File: config.mk
export PLATFORM = sky130hd
export DESIGN_NAME = psl_status_led
export DESIGN_NICKNAME = d
export VERILOG_FILES = /design/src/hw/psl_pkg.sv /design/src/hw/psl_blink_gen.sv /design/src/hw/psl_status_led.sv
export SDC_FILE = /design/constraint.sdc
export NUM_CORES = 1
export LEC_CHECK = 0
export BUFFER_PORTS_ARGS = -buffer_cell sky130_fd_sc_hd__buf_2
export CORE_UTILIZATION = 55
export CTS_CLUSTER_DIAMETER = 40
export DETAILED_ROUTE_END_ITERATION = 10
export MAX_ROUTING_LAYER = met4
export PLACE_DENSITY = 0.77
export SKIP_CTS_REPAIR_TIMING = 1
export SLEW_MARGIN = 20
export SYNTH_ARGS = -nofsm -noshare
export SYNTH_HDL_FRONTEND = slang
export SYNTH_SLANG_ARGS = --single-unit
File: constraint.sdc
create_clock -name clock -period 3.1 [get_ports clock]
set_clock_uncertainty 0.05 [all_clocks]
set_input_delay 0.155 -clock clock [delete_from_list [all_inputs] [get_ports clock]]
set_output_delay 0.155 -clock clock [all_outputs]
set_load 0.01 [all_outputs]
File: src/hw/psl_pkg.sv
package psl_pkg;

    // Controller activity states
    typedef enum logic [1:0] {
        PSL_ACT_STOP    = 2'b00,
        PSL_ACT_STANDBY = 2'b01,
        PSL_ACT_RUN     = 2'b10,
        PSL_ACT_RESET   = 2'b11
    } psl_act_e;

    // Fault causes kept across a stop
    typedef enum logic [1:0] {
        PSL_CAUSE_NONE    = 2'b00,
        PSL_CAUSE_CONFIG  = 2'b01,
        PSL_CAUSE_RUNTIME = 2'b10
    } psl_cause_e;

    // Indicator drive pair
    typedef struct packed {
        logic run_led;
        logic err_led;
    } psl_leds_s;

    // Divider defaults: base pulse period in clock cycles and slow multiple
    localparam int unsigned PSL_QUICK_DIV_DEF = 32'd25000000;
    localparam int unsigned PSL_SLOW_MULT     = 32'd4;
    // Quick flash 1:8 -> one phase lit out of eight
    localparam int unsigned PSL_PHASES        = 32'd8;
    localparam logic [7:0]  PSL_NODE_INVALID  = 8'h00;
    localparam logic [1:0]  PSL_CAUSE_RST     = 2'h0;

    // Register offsets of the command port
    localparam logic [3:0]  PSL_REG_CTRL   = 4'h0;
    localparam logic [3:0]  PSL_REG_STATUS = 4'h4;
    localparam logic [3:0]  PSL_REG_CAUSE  = 4'h8;
    localparam logic [3:0]  PSL_REG_NODE   = 4'hc;
    // Control register bit positions
    localparam int unsigned PSL_CTRL_START = 0;
    localparam int unsigned PSL_CTRL_STOP  = 1;
    localparam int unsigned PSL_CTRL_RESET = 2;
    localparam int unsigned PSL_CTRL_PROG  = 3;
    localparam int unsigned PSL_CTRL_SEV   = 4;
    localparam int unsigned PSL_CTRL_NETF  = 5;
    localparam int unsigned PSL_CTRL_NETOK = 6;
    localparam int unsigned PSL_CTRL_CLRC  = 7;
    localparam int unsigned PSL_CTRL_RSTX  = 8;
    localparam logic [7:0]  PSL_NODE_RST   = 8'h00;

endpackage : psl_pkg

File: src/hw/psl_blink_gen.sv
`timescale 1ns/1ps
// Base pulse divider: quick phase counter and slow square wave
module psl_blink_gen #(
    parameter int unsigned QUICK_DIV = psl_pkg::PSL_QUICK_DIV_DEF,
    parameter int unsigned SLOW_MULT = psl_pkg::PSL_SLOW_MULT
) (
    // Clock and reset
    input  wire logic       clock,
    input  wire logic       reset,
    // Flash outputs
    output logic            quick_half,
    output logic            quick_eighth,
    output logic            slow_half
);
    logic [31:0] div_cnt;      // Base pulse divider
    logic [31:0] next_div_cnt;
    logic [2:0]  phase;        // Eight phases of quick period
    logic [2:0]  next_phase;
    logic [31:0] slow_cnt;     // Quick periods toward slow toggle
    logic [31:0] next_slow_cnt;
    logic        slow_q;
    logic        next_slow_q;
    logic        tick;

    // Next values; tick is the one-cycle base enable
    always_comb begin
        tick          = (div_cnt == QUICK_DIV - 32'd1);
        next_div_cnt  = tick ? 32'd0 : div_cnt + 32'd1;  // [RL12]
        next_phase    = tick ? phase + 3'd1 : phase;
        next_slow_cnt = slow_cnt;
        next_slow_q   = slow_q;
        if (tick && phase == 3'd7) begin
            if (slow_cnt == SLOW_MULT - 32'd1) begin
                next_slow_cnt = 32'd0;
                next_slow_q   = ~slow_q;  // [RL12]
            end else begin
                next_slow_cnt = slow_cnt + 32'd1;
            end
        end
    end

    // Registers only
    always_ff @(posedge clock or posedge reset) begin
        if (reset) begin
            div_cnt  <= 32'd0;
            phase    <= 3'd0;
            slow_cnt <= 32'd0;
            slow_q   <= 1'b0;
        end else begin
            div_cnt  <= next_div_cnt;
            phase    <= next_phase;
            slow_cnt <= next_slow_cnt;
            slow_q   <= next_slow_q;
        end
    end

    // Quick 1:1 lit for first four phases, 1:8 for the first only
    assign quick_half   = ~phase[2];
    assign quick_eighth = (phase == 3'd0);
    assign slow_half    = slow_q;

endmodule : psl_blink_gen

File: src/hw/psl_status_led.sv
`timescale 1ns/1ps
// Overview of operation
// [RL1] Run LED dark whenever controller is stopped
// [RL2] Standby: run LED quick flash 1:8
// [RL3] Running: run LED slow flash 1:1
// [RL4] Reset mode: both LEDs quick 1:1
// [RL5] Standby: error LED quick flash 1:8
// [RL6] No error, normal: error LED dark
// [RL7] Node address zero at start: stop, error steady
// [RL8] Runtime fault: run to stop, error steady
// [RL9] Network fault: error slow 1:1, keep running
// [RL10] Network fault clears on next good exchange
// [RL11] Fault cause kept for report after power-on; here reset clears the cause to PSL_CAUSE_NONE, only a stop keeps it
// [RL12] Flash rates from parameterised clock dividers
module psl_status_led #(
    parameter int unsigned QUICK_DIV = psl_pkg::PSL_QUICK_DIV_DEF,
    parameter int unsigned SLOW_MULT = psl_pkg::PSL_SLOW_MULT
) (
    // Clock and reset
    input  wire logic        clock,
    input  wire logic        reset,
    // Run/stop switch, high selects run
    input  wire logic        switch_run,
    // Register port
    input  wire logic [3:0]  reg_addr,
    input  wire logic [31:0] reg_wdata,
    input  wire logic        reg_write,
    input  wire logic        reg_read,
    output logic [31:0]      reg_rdata,
    // Indicators, high lights the LED
    output psl_pkg::psl_leds_s leds
);
    logic quick_half;
    logic quick_eighth;
    logic slow_half;

    // Base pulse source
    psl_blink_gen #(
        .QUICK_DIV (QUICK_DIV),
        .SLOW_MULT (SLOW_MULT)
    ) u_blink (
        .clock        (clock),
        .reset        (reset),
        .quick_half   (quick_half),
        .quick_eighth (quick_eighth),
        .slow_half    (slow_half)
    );

    psl_pkg::psl_act_e   act;          // Activity state
    psl_pkg::psl_act_e   next_act;
    logic                prog_valid;   // Valid program loaded
    logic                next_prog_valid;
    logic                start_req;    // Start accepted, awaits switch
    logic                next_start_req;
    logic                severe;       // Severe error latched
    logic                next_severe;
    logic                net_err;      // Network error pending
    logic                next_net_err;
    psl_pkg::psl_cause_e cause;        // Saved fault cause
    psl_pkg::psl_cause_e next_cause;
    logic                cause_seen;   // Cause survived into a new start
    logic                next_cause_seen;
    logic [7:0]          node_addr;    // Configured node address
    logic [7:0]          next_node_addr;
    logic [31:0]         next_rdata;
    psl_pkg::psl_leds_s  next_leds;
    logic                wr_ctrl;

    // Address match against one register offset, used for every register decode
    function automatic logic hit(input logic [3:0] a, input logic [3:0] off);
        hit = (a == off);
    endfunction : hit

    // Controller state, error and cause next values
    always_comb begin
        wr_ctrl         = reg_write && hit(reg_addr, psl_pkg::PSL_REG_CTRL);
        next_act        = act;
        next_prog_valid = prog_valid;
        next_start_req  = start_req;
        next_severe     = severe;
        next_net_err    = net_err;
        next_cause      = cause;
        next_cause_seen = cause_seen;
        next_node_addr  = node_addr;
        if (reg_write && hit(reg_addr, psl_pkg::PSL_REG_NODE)) begin
            next_node_addr = reg_wdata[7:0];
        end
        if (wr_ctrl && reg_wdata[psl_pkg::PSL_CTRL_PROG]) begin
            next_prog_valid = 1'b1;
        end
        // Good exchange clears network error; a new fault the same cycle wins
        if (wr_ctrl && reg_wdata[psl_pkg::PSL_CTRL_NETOK]) begin
            next_net_err = 1'b0;  // [RL10]
        end
        if (wr_ctrl && reg_wdata[psl_pkg::PSL_CTRL_NETF]) begin
            next_net_err = 1'b1;  // [RL9]
        end
        // Cause is kept until software explicitly acknowledges the report or reset clears it
        if (wr_ctrl && reg_wdata[psl_pkg::PSL_CTRL_CLRC]) begin
            next_cause      = psl_pkg::PSL_CAUSE_NONE;
            next_cause_seen = 1'b0;
        end
        case (act)
            psl_pkg::PSL_ACT_STOP: begin
                if (wr_ctrl && reg_wdata[psl_pkg::PSL_CTRL_RSTX]) begin
                    next_act = psl_pkg::PSL_ACT_RESET;
                end else if (wr_ctrl && reg_wdata[psl_pkg::PSL_CTRL_START] && prog_valid) begin
                    if (node_addr == psl_pkg::PSL_NODE_INVALID) begin
                        next_severe = 1'b1;  // [RL7]
                        next_cause  = psl_pkg::PSL_CAUSE_CONFIG;  // [RL11]
                    end else begin
                        next_severe     = 1'b0;
                        next_start_req  = 1'b1;
                        next_cause_seen = (cause != psl_pkg::PSL_CAUSE_NONE);
                        next_act        = switch_run ? psl_pkg::PSL_ACT_RUN : psl_pkg::PSL_ACT_STANDBY;
                    end
                end
            end
            psl_pkg::PSL_ACT_STANDBY: begin
                if (wr_ctrl && reg_wdata[psl_pkg::PSL_CTRL_STOP]) begin
                    next_act       = psl_pkg::PSL_ACT_STOP;
                    next_start_req = 1'b0;
                end else if (switch_run) begin
                    next_act = psl_pkg::PSL_ACT_RUN;  // [RL2]
                end
            end
            psl_pkg::PSL_ACT_RUN: begin
                if (wr_ctrl && reg_wdata[psl_pkg::PSL_CTRL_SEV]) begin
                    next_act       = psl_pkg::PSL_ACT_STOP;  // [RL8]
                    next_severe    = 1'b1;  // [RL8]
                    next_cause     = psl_pkg::PSL_CAUSE_RUNTIME;  // [RL11]
                    next_start_req = 1'b0;
                end else if ((wr_ctrl && reg_wdata[psl_pkg::PSL_CTRL_STOP]) || !switch_run) begin
                    next_act       = psl_pkg::PSL_ACT_STOP;
                    next_start_req = 1'b0;
                end
            end
            psl_pkg::PSL_ACT_RESET: begin
                // Reset mode ends on a stop command and drops the program
                if (wr_ctrl && reg_wdata[psl_pkg::PSL_CTRL_STOP]) begin
                    next_act        = psl_pkg::PSL_ACT_STOP;
                    next_prog_valid = 1'b0;
                    next_severe     = 1'b0;
                    next_net_err    = 1'b0;
                end
            end
            default: begin
                next_act = psl_pkg::PSL_ACT_STOP;
            end
        endcase
    end

    // Indicator patterns; reset mode and standby override error display
    always_comb begin
        next_leds = '0;
        case (act)
            psl_pkg::PSL_ACT_STOP: begin
                next_leds.run_led = 1'b0;  // [RL1]
            end
            psl_pkg::PSL_ACT_STANDBY: begin
                next_leds.run_led = quick_eighth;  // [RL2]
            end
            psl_pkg::PSL_ACT_RUN: begin
                next_leds.run_led = slow_half;  // [RL3]
            end
            psl_pkg::PSL_ACT_RESET: begin
                next_leds.run_led = quick_half;  // [RL4]
            end
            default: begin
                next_leds.run_led = 1'b0;
            end
        endcase
        if (act == psl_pkg::PSL_ACT_RESET) begin
            next_leds.err_led = quick_half;  // [RL4]
        end else if (act == psl_pkg::PSL_ACT_STANDBY) begin
            next_leds.err_led = quick_eighth;  // [RL5]
        end else if (severe) begin
            next_leds.err_led = 1'b1;  // [RL7] [RL8]
        end else if (net_err) begin
            next_leds.err_led = slow_half;  // [RL9]
        end else begin
            next_leds.err_led = 1'b0;  // [RL6]
        end
    end

    // Read data, valid in the cycle after the strobe only
    always_comb begin
        next_rdata = 32'h0;
        if (reg_read) begin
            if (hit(reg_addr, psl_pkg::PSL_REG_STATUS)) begin
                next_rdata = {24'h0, switch_run, cause_seen, net_err, severe,
                              start_req, prog_valid, act};
            end else if (hit(reg_addr, psl_pkg::PSL_REG_CAUSE)) begin
                next_rdata = {30'h0, cause};  // [RL11]
            end else if (hit(reg_addr, psl_pkg::PSL_REG_NODE)) begin
                next_rdata = {24'h0, node_addr};
            end
        end
    end

    // Registers only
    always_ff @(posedge clock or posedge reset) begin
        if (reset) begin
            act        <= psl_pkg::PSL_ACT_STOP;
            prog_valid <= 1'b0;
            start_req  <= 1'b0;
            severe     <= 1'b0;
            net_err    <= 1'b0;
            cause      <= psl_pkg::PSL_CAUSE_NONE;
            cause_seen <= 1'b0;
            node_addr  <= psl_pkg::PSL_NODE_RST;
            reg_rdata  <= 32'h0;
            leds       <= '0;
        end else begin
            act        <= next_act;
            prog_valid <= next_prog_valid;
            start_req  <= next_start_req;
            severe     <= next_severe;
            net_err    <= next_net_err;
            cause      <= next_cause;
            cause_seen <= next_cause_seen;
            node_addr  <= next_node_addr;
            reg_rdata  <= next_rdata;
            leds       <= next_leds;
        end
    end

    // Stopped means a dark run LED one cycle later
    stop_dark_a: assert property (@(posedge clock) disable iff (reset) // [RL1]
        act == psl_pkg::PSL_ACT_STOP |=> !leds.run_led)
        else $error("run led lit while stopped");

    standby_pat_a: assert property (@(posedge clock) disable iff (reset) // [RL2]
        act == psl_pkg::PSL_ACT_STANDBY |=> leds.run_led == $past(quick_eighth))
        else $error("standby run pattern wrong");

    run_slow_a: assert property (@(posedge clock) disable iff (reset) // [RL3]
        act == psl_pkg::PSL_ACT_RUN |=> leds.run_led == $past(slow_half))
        else $error("run pattern wrong");

    reset_both_a: assert property (@(posedge clock) disable iff (reset) // [RL4]
        act == psl_pkg::PSL_ACT_RESET |=> leds.run_led == leds.err_led)
        else $error("reset mode leds differ");

    standby_err_a: assert property (@(posedge clock) disable iff (reset) // [RL5]
        act == psl_pkg::PSL_ACT_STANDBY |=> leds.err_led == leds.run_led)
        else $error("standby error pattern wrong");

    no_err_dark_a: assert property (@(posedge clock) disable iff (reset) // [RL6]
        (!severe && !net_err && act inside {psl_pkg::PSL_ACT_STOP, psl_pkg::PSL_ACT_RUN}) |=> !leds.err_led)
        else $error("error led lit without error");

    bad_node_a: assert property (@(posedge clock) disable iff (reset) // [RL7]
        (wr_ctrl && reg_wdata[psl_pkg::PSL_CTRL_START] && !reg_wdata[psl_pkg::PSL_CTRL_RSTX] && prog_valid
         && act == psl_pkg::PSL_ACT_STOP && node_addr == psl_pkg::PSL_NODE_INVALID)
        |=> act == psl_pkg::PSL_ACT_STOP ##1 leds.err_led)
        else $error("invalid node not refused");

    sev_stop_a: assert property (@(posedge clock) disable iff (reset) // [RL8]
        (act == psl_pkg::PSL_ACT_RUN && wr_ctrl && reg_wdata[psl_pkg::PSL_CTRL_SEV])
        |=> (act == psl_pkg::PSL_ACT_STOP && cause == psl_pkg::PSL_CAUSE_RUNTIME) ##1 leds.err_led)
        else $error("severe fault did not stop");

    net_clear_a: assert property (@(posedge clock) disable iff (reset) // [RL10]
        (wr_ctrl && reg_wdata[psl_pkg::PSL_CTRL_NETOK] && !reg_wdata[psl_pkg::PSL_CTRL_NETF]
         && act != psl_pkg::PSL_ACT_STOP) |=> !net_err)
        else $error("network error not cleared");

endmodule : psl_status_led

======== Yosys cells after proc, flatten, opt, wreduce, memory -nomap -nowiden ========
Cells that the tools add are included.
operators by class
  add/sub/neg operators ................... 3
  equality and inequality tests ........... 19
  mux-type cells .......................... 51
  bitwise logic cells ..................... 2
  reductions and logical operators ........ 25
operators with widths
  kind                   count
  $add 32x1->32 const B  2
  $mux 32                2
  $eq 32x2->1 const B    1
  $eq 32x25->1 const B   1
  $mux 8                 4
  $mux 2                 14
  $mux 1                 26
  $logic_and 1x1->1      12
  $ne 2x2->1 const B     6
  $ne 3x3->1 const B     4
  $reduce_and 5->1       2
  $eq 4x4->1 const B     2
  $logic_not 8->1        1
  $pmux 2 s4             1
  $pmux 1 s3             2
  $reduce_and 6->1       1
  $reduce_bool 3->1      2
  $eq 2x2->1 const B     2
  $eq 4x3->1 const B     1
  $logic_not 4->1        1
  $pmux 1 s4             1
  $pmux 2 s2             1
  $add 3x1->3 const B    1
  $eq 3x3->1 const B     1
  other kinds (8)        9
word-level totals
  register bits after elaboration ......... 119
  output and inout port bits .............. 34

======== Longest topological paths before layout ========
Gate-level depths: netlist of run 1.
  depth in word-level cells ............... 8
  gate-level depth with buffers ........... 7
  gate-level depth less buffers ........... 7

======== Hierarchy ========
From an unflattened synthesis of run 1, not the netlist that was laid out.
second synthesis, totals
  cell total of the unflattened synthesis .. 532
  area total of the unflattened synthesis .. 5161.2 µm²
modules (own cells, without submodules)
  module          instances  cells each  area an instance (µm²)  seq. area each (µm²)
  psl_blink_gen   1          365         3539.6                  1701.6
  psl_status_led  1          167         1621.6                  675.6

======== Worst setup path before layout of run 1 ========
Ideal clock, no wire load.
  kind .................................... flip-flop to flip-flop
  start ................................... register u_blink.div_cnt[6]
  end ..................................... register u_blink.slow_cnt[24]
  data arrival time ....................... 1960 ps
  required time ........................... 2923 ps
  path slack .............................. 963 ps
  cell stages (with the launch flop) ...... 6
  buffers on the path ..................... 0
  period minus slack after synthesis ...... 2137 ps
  path through ............................ dfrtp_1 nor4_2 nand2_2 or3_1 or4_1 mux2_1
on the way
  cells in the longest elaborated chain, start to end .. 2
RTL lines
  what                    RTL line             text
  start, declared         psl_blink_gen.sv:15  logic [31:0] div_cnt;
  start signal, assigned  psl_blink_gen.sv:50  div_cnt <= next_div_cnt;
  $eq 32x25->1            psl_blink_gen.sv:27  tick = (div_cnt == QUICK_DIV - 32'd1);
  $logic_and 1x1->1       psl_blink_gen.sv:32  if (tick && phase == 3'd7) begin
  end signal, assigned    psl_blink_gen.sv:52  slow_cnt <= next_slow_cnt;
  end, declared           psl_blink_gen.sv:19  logic [31:0] slow_cnt;
Every way passes these cells.
A chain may end at the register's enable or synchronous reset.

======== Worst setup path after layout of run 1 ========
  start ................................... register u_blink.div_cnt[8]
  end ..................................... register u_blink.slow_cnt[24]
The elaborated chain is that of the path after synthesis.

==> flow_summary.yaml, run 1 <==
outcome:
  outcome: "finished, final reports clean"
timing:
  slew_headroom_pct: 52.1
  rsz0062_at_grt: "false"
  setup_viol: 0
  fin_crit_ps: 2280
  finalCritPeriodShare_pct: 73.7
  finalHoldViolCount: 0
  worst_slack_ps: 816
  clock.fmax_mhz: 438
  drv_slew: 0
  tns_ps: 0
  worstMarginPinSlew_ps: 717
synthesis:
  yosys-top-cells-count: "95 x dfrtp_1, 47 x nor2_1, 38 x nand2_1"
  yosys_most_used_dff: "dfrtp_1"
  seq_area_frac_synth_pct: 48.1
  synth_top_cell_area_share_pct: 48.1
  synth_top_area_cell: "dfrtp_1"
  synth-seq-cells: 95
  synth-edff-count: 0
  syn_area_per_cell_sq_um: 10.1
  synth_most_common_cell: "dfrtp_1"
  synth_area_leaders: "dfrtp_1 48%, xor2_1 5.3%, buf_4 3.8%, xnor2_1 3.7%, nor2_1 3.6%"
  async_flop_share_pct: 100
  syn_area_sq_um: 4940
  syn_inst: 488
  yosysWarnings: 0
  ys_types: 59
floorplanning:
  initial_utilization_pct: 56.6
  num_rows: 34
  coreArea_sq_um: 8720
  dieArea_sq_um: 9360
  die_w_um: 96.8
  die_y_um: 96.8
  num_io_pins: 75
setup_path:
  required_ps: 3300
  startpoint_type: "flip-flop"
  cp-end-kind: "flip-flop"
  worstSetupPathType: "reg2reg"
  cp_data_arrival_time_ps: 2480
  cpPeakStageDelay_ps: 490
  cp_max_fo: 6
  crit_slowest_cell: "or4_1"
  path_cells: "nor4_1 -> nand4_1 -> or3_1 -> or4_1 -> mux2_1"
run:
  max-cap-violations: 0
place:
  dp_hpwl_mm: 7.07
  place_ws_ps: 834
  place_area_sq_um: 5120
  routabilityCongestion: 0.904
  io_buffers: 27
routing:
  dr_total_vias: 3711
  routed_wl_mm: 9.89
  wire_per_inst_um: 15.5
  drt_iter0_drc: 240
  dr.pass1.iters: 5
  detail-route-antenna-nets: 0
  drc_errors: 0
  vias_per_cell: 5.80
min_path:
  worstHoldPathType: "in2reg"
pwr:
  pwr_density_cell_nw_per_um2: 509
  p_switching_uw: 726
  p_comb_share_pct: 14.5
  ir_worst_vdd_mv: 0.329
  switching_share_pct: 26.4
  pwr-share-seq_pct: 49.7
  p_int_mw: 2.02
  power.leakage_nw: 2.47
  clockPowerShare_pct: 35.8
clock_tree:
  cts_root_buffer: "clkbuf_8"
  cts_max_level: 3
  clockBufferDepth: 2
  clock_latency_ps: 360
  clock_sinks: 95
  cts_buffers: 9
  cts_tree: "built"
  clk_pin_slew_ps: 90
layout:
  postLayoutCoreUtil_pct: 62.0
  final_area_sq_um: 5410
  area_delta_synth_final_pct: 9.45
  antennaDiodeCount: 0
  nFillCells: 732
  final_nets: 577
  drive_gt1_share_pct: 14.5
global_route:
  grt_antenna_before_repair: 0
  grt_pass1_vias: 3564
  track_usage_pct: 22.7
  grt_pass1_wl_mm: 16.9
  grt_max_degree: 44
  grt_overflow: 0
[power by group through the flow]
stage | combinational (mW) | clock [mW] | sequential (mW)
2_1_floorplan | 0.310 | 0 | 1.38
3_5_place_dp | 0.394 | 0 | 1.39
4_1_cts | 0.394 | 1.01 | 1.36
3_3_place_gp | 0.382 | 0 | 1.38
5_1_grt | 0.452 | 1.05 | 1.38
6_report | 0.399 | 0.985 | 1.37
[cell usage in the layout, fill, tap and decap left out, drive strengths merged, types with 2 or more instances in the layout]
cell	n
and4	5
bufinv	3
xor2	30
and3	9
nor4	19
nand4	23
inv	12
nor2	48
ha	9
nor3	20
a22o	5
or4	4
nand2	39
mux2	15
o21ai	16
a21oi	8
dlygate4sd3	4
dfrtp	95
xnor2	21
mux2i	7
buf	34
a21o	3
nor4b	3
nor2b	6
nand3	28
o31ai	2
a22oi	2
a32oi	2
a31oi	3
clkbuf	10
and2	5
and4bb	2
conb	24
[path summary, 6_finish.rpt]
kind                                       from                    to  slack (ps)  depth (start not counted)
min                                reg_wdata[3]          node_addr[3]          10                          2
max                          u_blink.div_cnt[8]  u_blink.slow_cnt[24]         820                          5
min reg2reg                u_blink.slow_cnt[31]  u_blink.slow_cnt[31]         440                          1
max reg2reg                  u_blink.div_cnt[8]  u_blink.slow_cnt[24]         820                          5
min in group asynchronous                 reset               leds[0]         380                          3
max in group asynchronous                 reset  u_blink.slow_cnt[26]        1730                          4
[worst max-delay path, delay by kind of cell (launching register included)]
| family | cells | cell delay, ps |
|---|---|---|
| flip-flops | 1 | 460 |
| multiplexers | 1 | 320 |
| AND/OR/NAND/NOR | 4 | 1340 |
[metal layers]
layer | GRT usage [%] | wire (um) | vias up
met2 | 36.0 | 4990 | 70
met5 | - | 0 | -
met4 | 6.54 | 99 | 0
met3 | 4.26 | 343 | 12
li1 | - | - | 1773
met1 | 29.9 | 4450 | 1856
[kinds of logic (layout without fill, tap and decap cells)]
group / Yosys count / in the layout / synth area share [%]
other: 1 / 24 / 0.0759
and+or+nand+nor: 214 / 214 / 23.2
AOI/OAI and AO/OA: 52 / 52 / 7.04
muxes: 22 / 22 / 4.84
adders and majority gates: 9 / 9 / 2.28
xor gates and xnor gates: 51 / 51 / 9.04
buffers and inverters: 44 / 65 / 5.42
DFF: 95 / 95 / 48.1
[layout make-up]
type                       instances  area [sq um]  area share [%]
clock buffer                      10           128            2.36
clock inverter                     6           115            2.13
inverter                          11          42.5           0.787
multi-input combinational        372          2380            44.0
sequential                        95          2380            44.0
tap                              108           135            2.50
timing repair buffer              38           228            4.21
[state kept, by name (all words and copies together) (netlist names)]
signal / count
u_blink.div_cnt: 32
u_blink.slow_cnt: 32
node_addr: 8
reg_rdata: 8
u_blink.phase: 3
act: 2
cause: 2
leds: 2
cause_seen: 1
net_err: 1
prog_valid: 1
severe: 1
start_req: 1
u_blink.slow_half: 1
[stage by stage]
stage / power [mW] / hold slack (ps) / instances
after floorplan: 1.69 / 202 / 511
after global placement: 1.77 / 234 / 620
after detailed placement: 1.78 / 243 / 620
after CTS: 2.77 / -151 / 636
after global routing: 2.88 / 0.311 / 640
final: 2.75 / 12.2 / 640
No activity file was read; power rests on OpenSTA's default activity.
==> run 2, diff against run 1 <==
clock period = 2.2 ns   (was 3.1 ns; I/O delays follow)
==> run 2 against run 1 <==
  * The run now ends with hold timing left
  * Flip-flop and latch count stayed put
  * Fmax is 4.7% higher
  * Count of clock-buffer cells in the layout stayed put
  * Sequential share of layout area is 2.8 points lower
  * Register-to-register slack worse by 800 ps
  * Clock power is 30% higher
  * Critical path depth stayed put
  * Critical path type unchanged
  * Largest cell class unchanged
==> flow_summary.yaml, run 2 (synthesis results as in run 1) <==
place:
  dp_cells: 649
  place_area_sq_um: 5370
  io_buffers: 27
  dp_hpwl_mm: 7.39
  routabilityCongestion: 0.906
  place_ws_ps: -42.6
setup_path:
  cp_data_arrival_time_ps: 2390
  cp-end-kind: "flip-flop"
  worstRegToRegCells: 5
  required_ps: 2410
  worstSetupPathType: "reg2reg"
  startpoint_type: "flip-flop"
  cp_max_fo: 2
layout:
  layout_commonest_cell: "dfrtp_1"
  multiInputGateArea_sq_um: 2440
  final_nets: 615
  nFillCells: 695
  final_cell_mix: "95 x dfrtp_1, 46 x nor2_1, 38 x nand2_1"
  reg_top3: "u_blink.div_cnt (32), u_blink.slow_cnt (32)"
  final_cells: 677
  area_delta_synth_final_pct: 16.8
  drive_gt1_share_pct: 20.9
  final_area_sq_um: 5770
  antennaDiodeCount: 0
  ff_latch_area_sq_um: 2380
timing:
  clock.fmax_mhz: 458
  worst_slack_ps: 18.8
  setup_viol: 0
  holdWs_ps: -2.74
  finalHoldViolCount: 1
  slew_headroom_pct: 63.5
  rsz0062_at_grt: "true"
  worstMarginPinSlew_ps: 542
  finalCritPeriodShare_pct: 99.1
  fin_crit_ps: 2180
  drv_slew: 0
floorplanning:
  coreArea_sq_um: 8720
  die_w_um: 96.8
  num_io_pins: 75
  die_y_um: 96.8
  num_rows: 34
  dieArea_sq_um: 9360
  initial_utilization_pct: 56.6
pwr:
  pwr_density_cell_nw_per_um2: 657
  power.leakage_nw: 2.68
  ir_worst_vdd_mv: 0.350
routing:
  vias_per_cell: 5.70
  routed_wl_mm: 10.3
  wire_per_inst_um: 15.2
  detail-route-antenna-nets: 0
  dr.pass1.iters: 5
  drc_errors: 0
  drt_iter0_drc: 165
  dr_total_vias: 3860
global_route:
  grt_pass1_vias: 3695
  grt_max_degree: 46
  track_usage_pct: 23.7
  grt_overflow: 0
  grt_antenna_before_repair: 0
  grt_pass1_wl_mm: 17.4
clock_tree:
  cts_max_level: 3
  clock_sinks: 95
  clock_latency_ps: 370
  clockBufferDepth: 2
  cts_buffers: 9
  cts_tree: "built"
  cts_root_buffer: "clkbuf_8"
  clk_pin_slew_ps: 90
outcome:
  outcome: "finished, violations left"
  failed_checks: "hold timing"
min_path:
  worstHoldPathType: "in2reg"
  hold_path_depth: 4
run:
  max-cap-violations: 0
[run 2: layer usage]
metal,global-route usage [%],part of all wire [%],vias to the layer above
li1,-,-,1859
met1,31.4,44,1867
met2,36.7,49,107
met3,3.40,4.1,27
met4,10.2,2.4,0
met5,-,0,-
[run 2: path summary, 6_finish.rpt]
kind / endpoint / slack [ps] / from
setup / recovery: u_blink.slow_cnt[24] / 20 / u_blink.div_cnt[28]
hold / removal: reg_rdata[0] / -3 / reg_addr[0]
setup reg to reg: u_blink.slow_cnt[24] / 20 / u_blink.div_cnt[28]
hold reg to reg: u_blink.slow_cnt[31] / 440 / u_blink.slow_cnt[31]
max in group asynchronous: u_blink.div_cnt[14] / 1360 / reset
min in group asynchronous: u_blink.slow_cnt[17] / 170 / reset
[run 2: layout make-up]
| class | instances | share of cell area, % |
|---|---|---|
| inverters | 11 | 0.781 |
| clock inverters | 5 | 1.43 |
| repair buffers | 76 | 9.54 |
| multi-input cells | 372 | 42.3 |
| clock buffers | 10 | 2.39 |
| well taps | 108 | 2.34 |
| flip-flops and latches | 95 | 41.2 |
[run 2: power breakdown]
group	internal, mW	switching (mW)
clock	0.664	0.611
sequential	1.85	0.0744
combinational	0.256	0.332
total	2.77	1.02
[run 2: worst max-delay path: stages, from the launching register on]
cell and delay (ps):
dfrtp_1 420, nor4_4 310, nand2_2 90, or3_4 400
or4_4 490, mux2_4 310
[run 2: per-stage QoR]
stage	setup TNS (ps)	utilization [%]	power, mW
after global placement	0	61.5	2.50
after CTS	-64.8	64.1	3.79
final	0	66.2	3.79
after detailed placement	-42.6	61.5	2.52
after floorplan	0	-	2.38
after global routing	-43.8	66.2	3.97
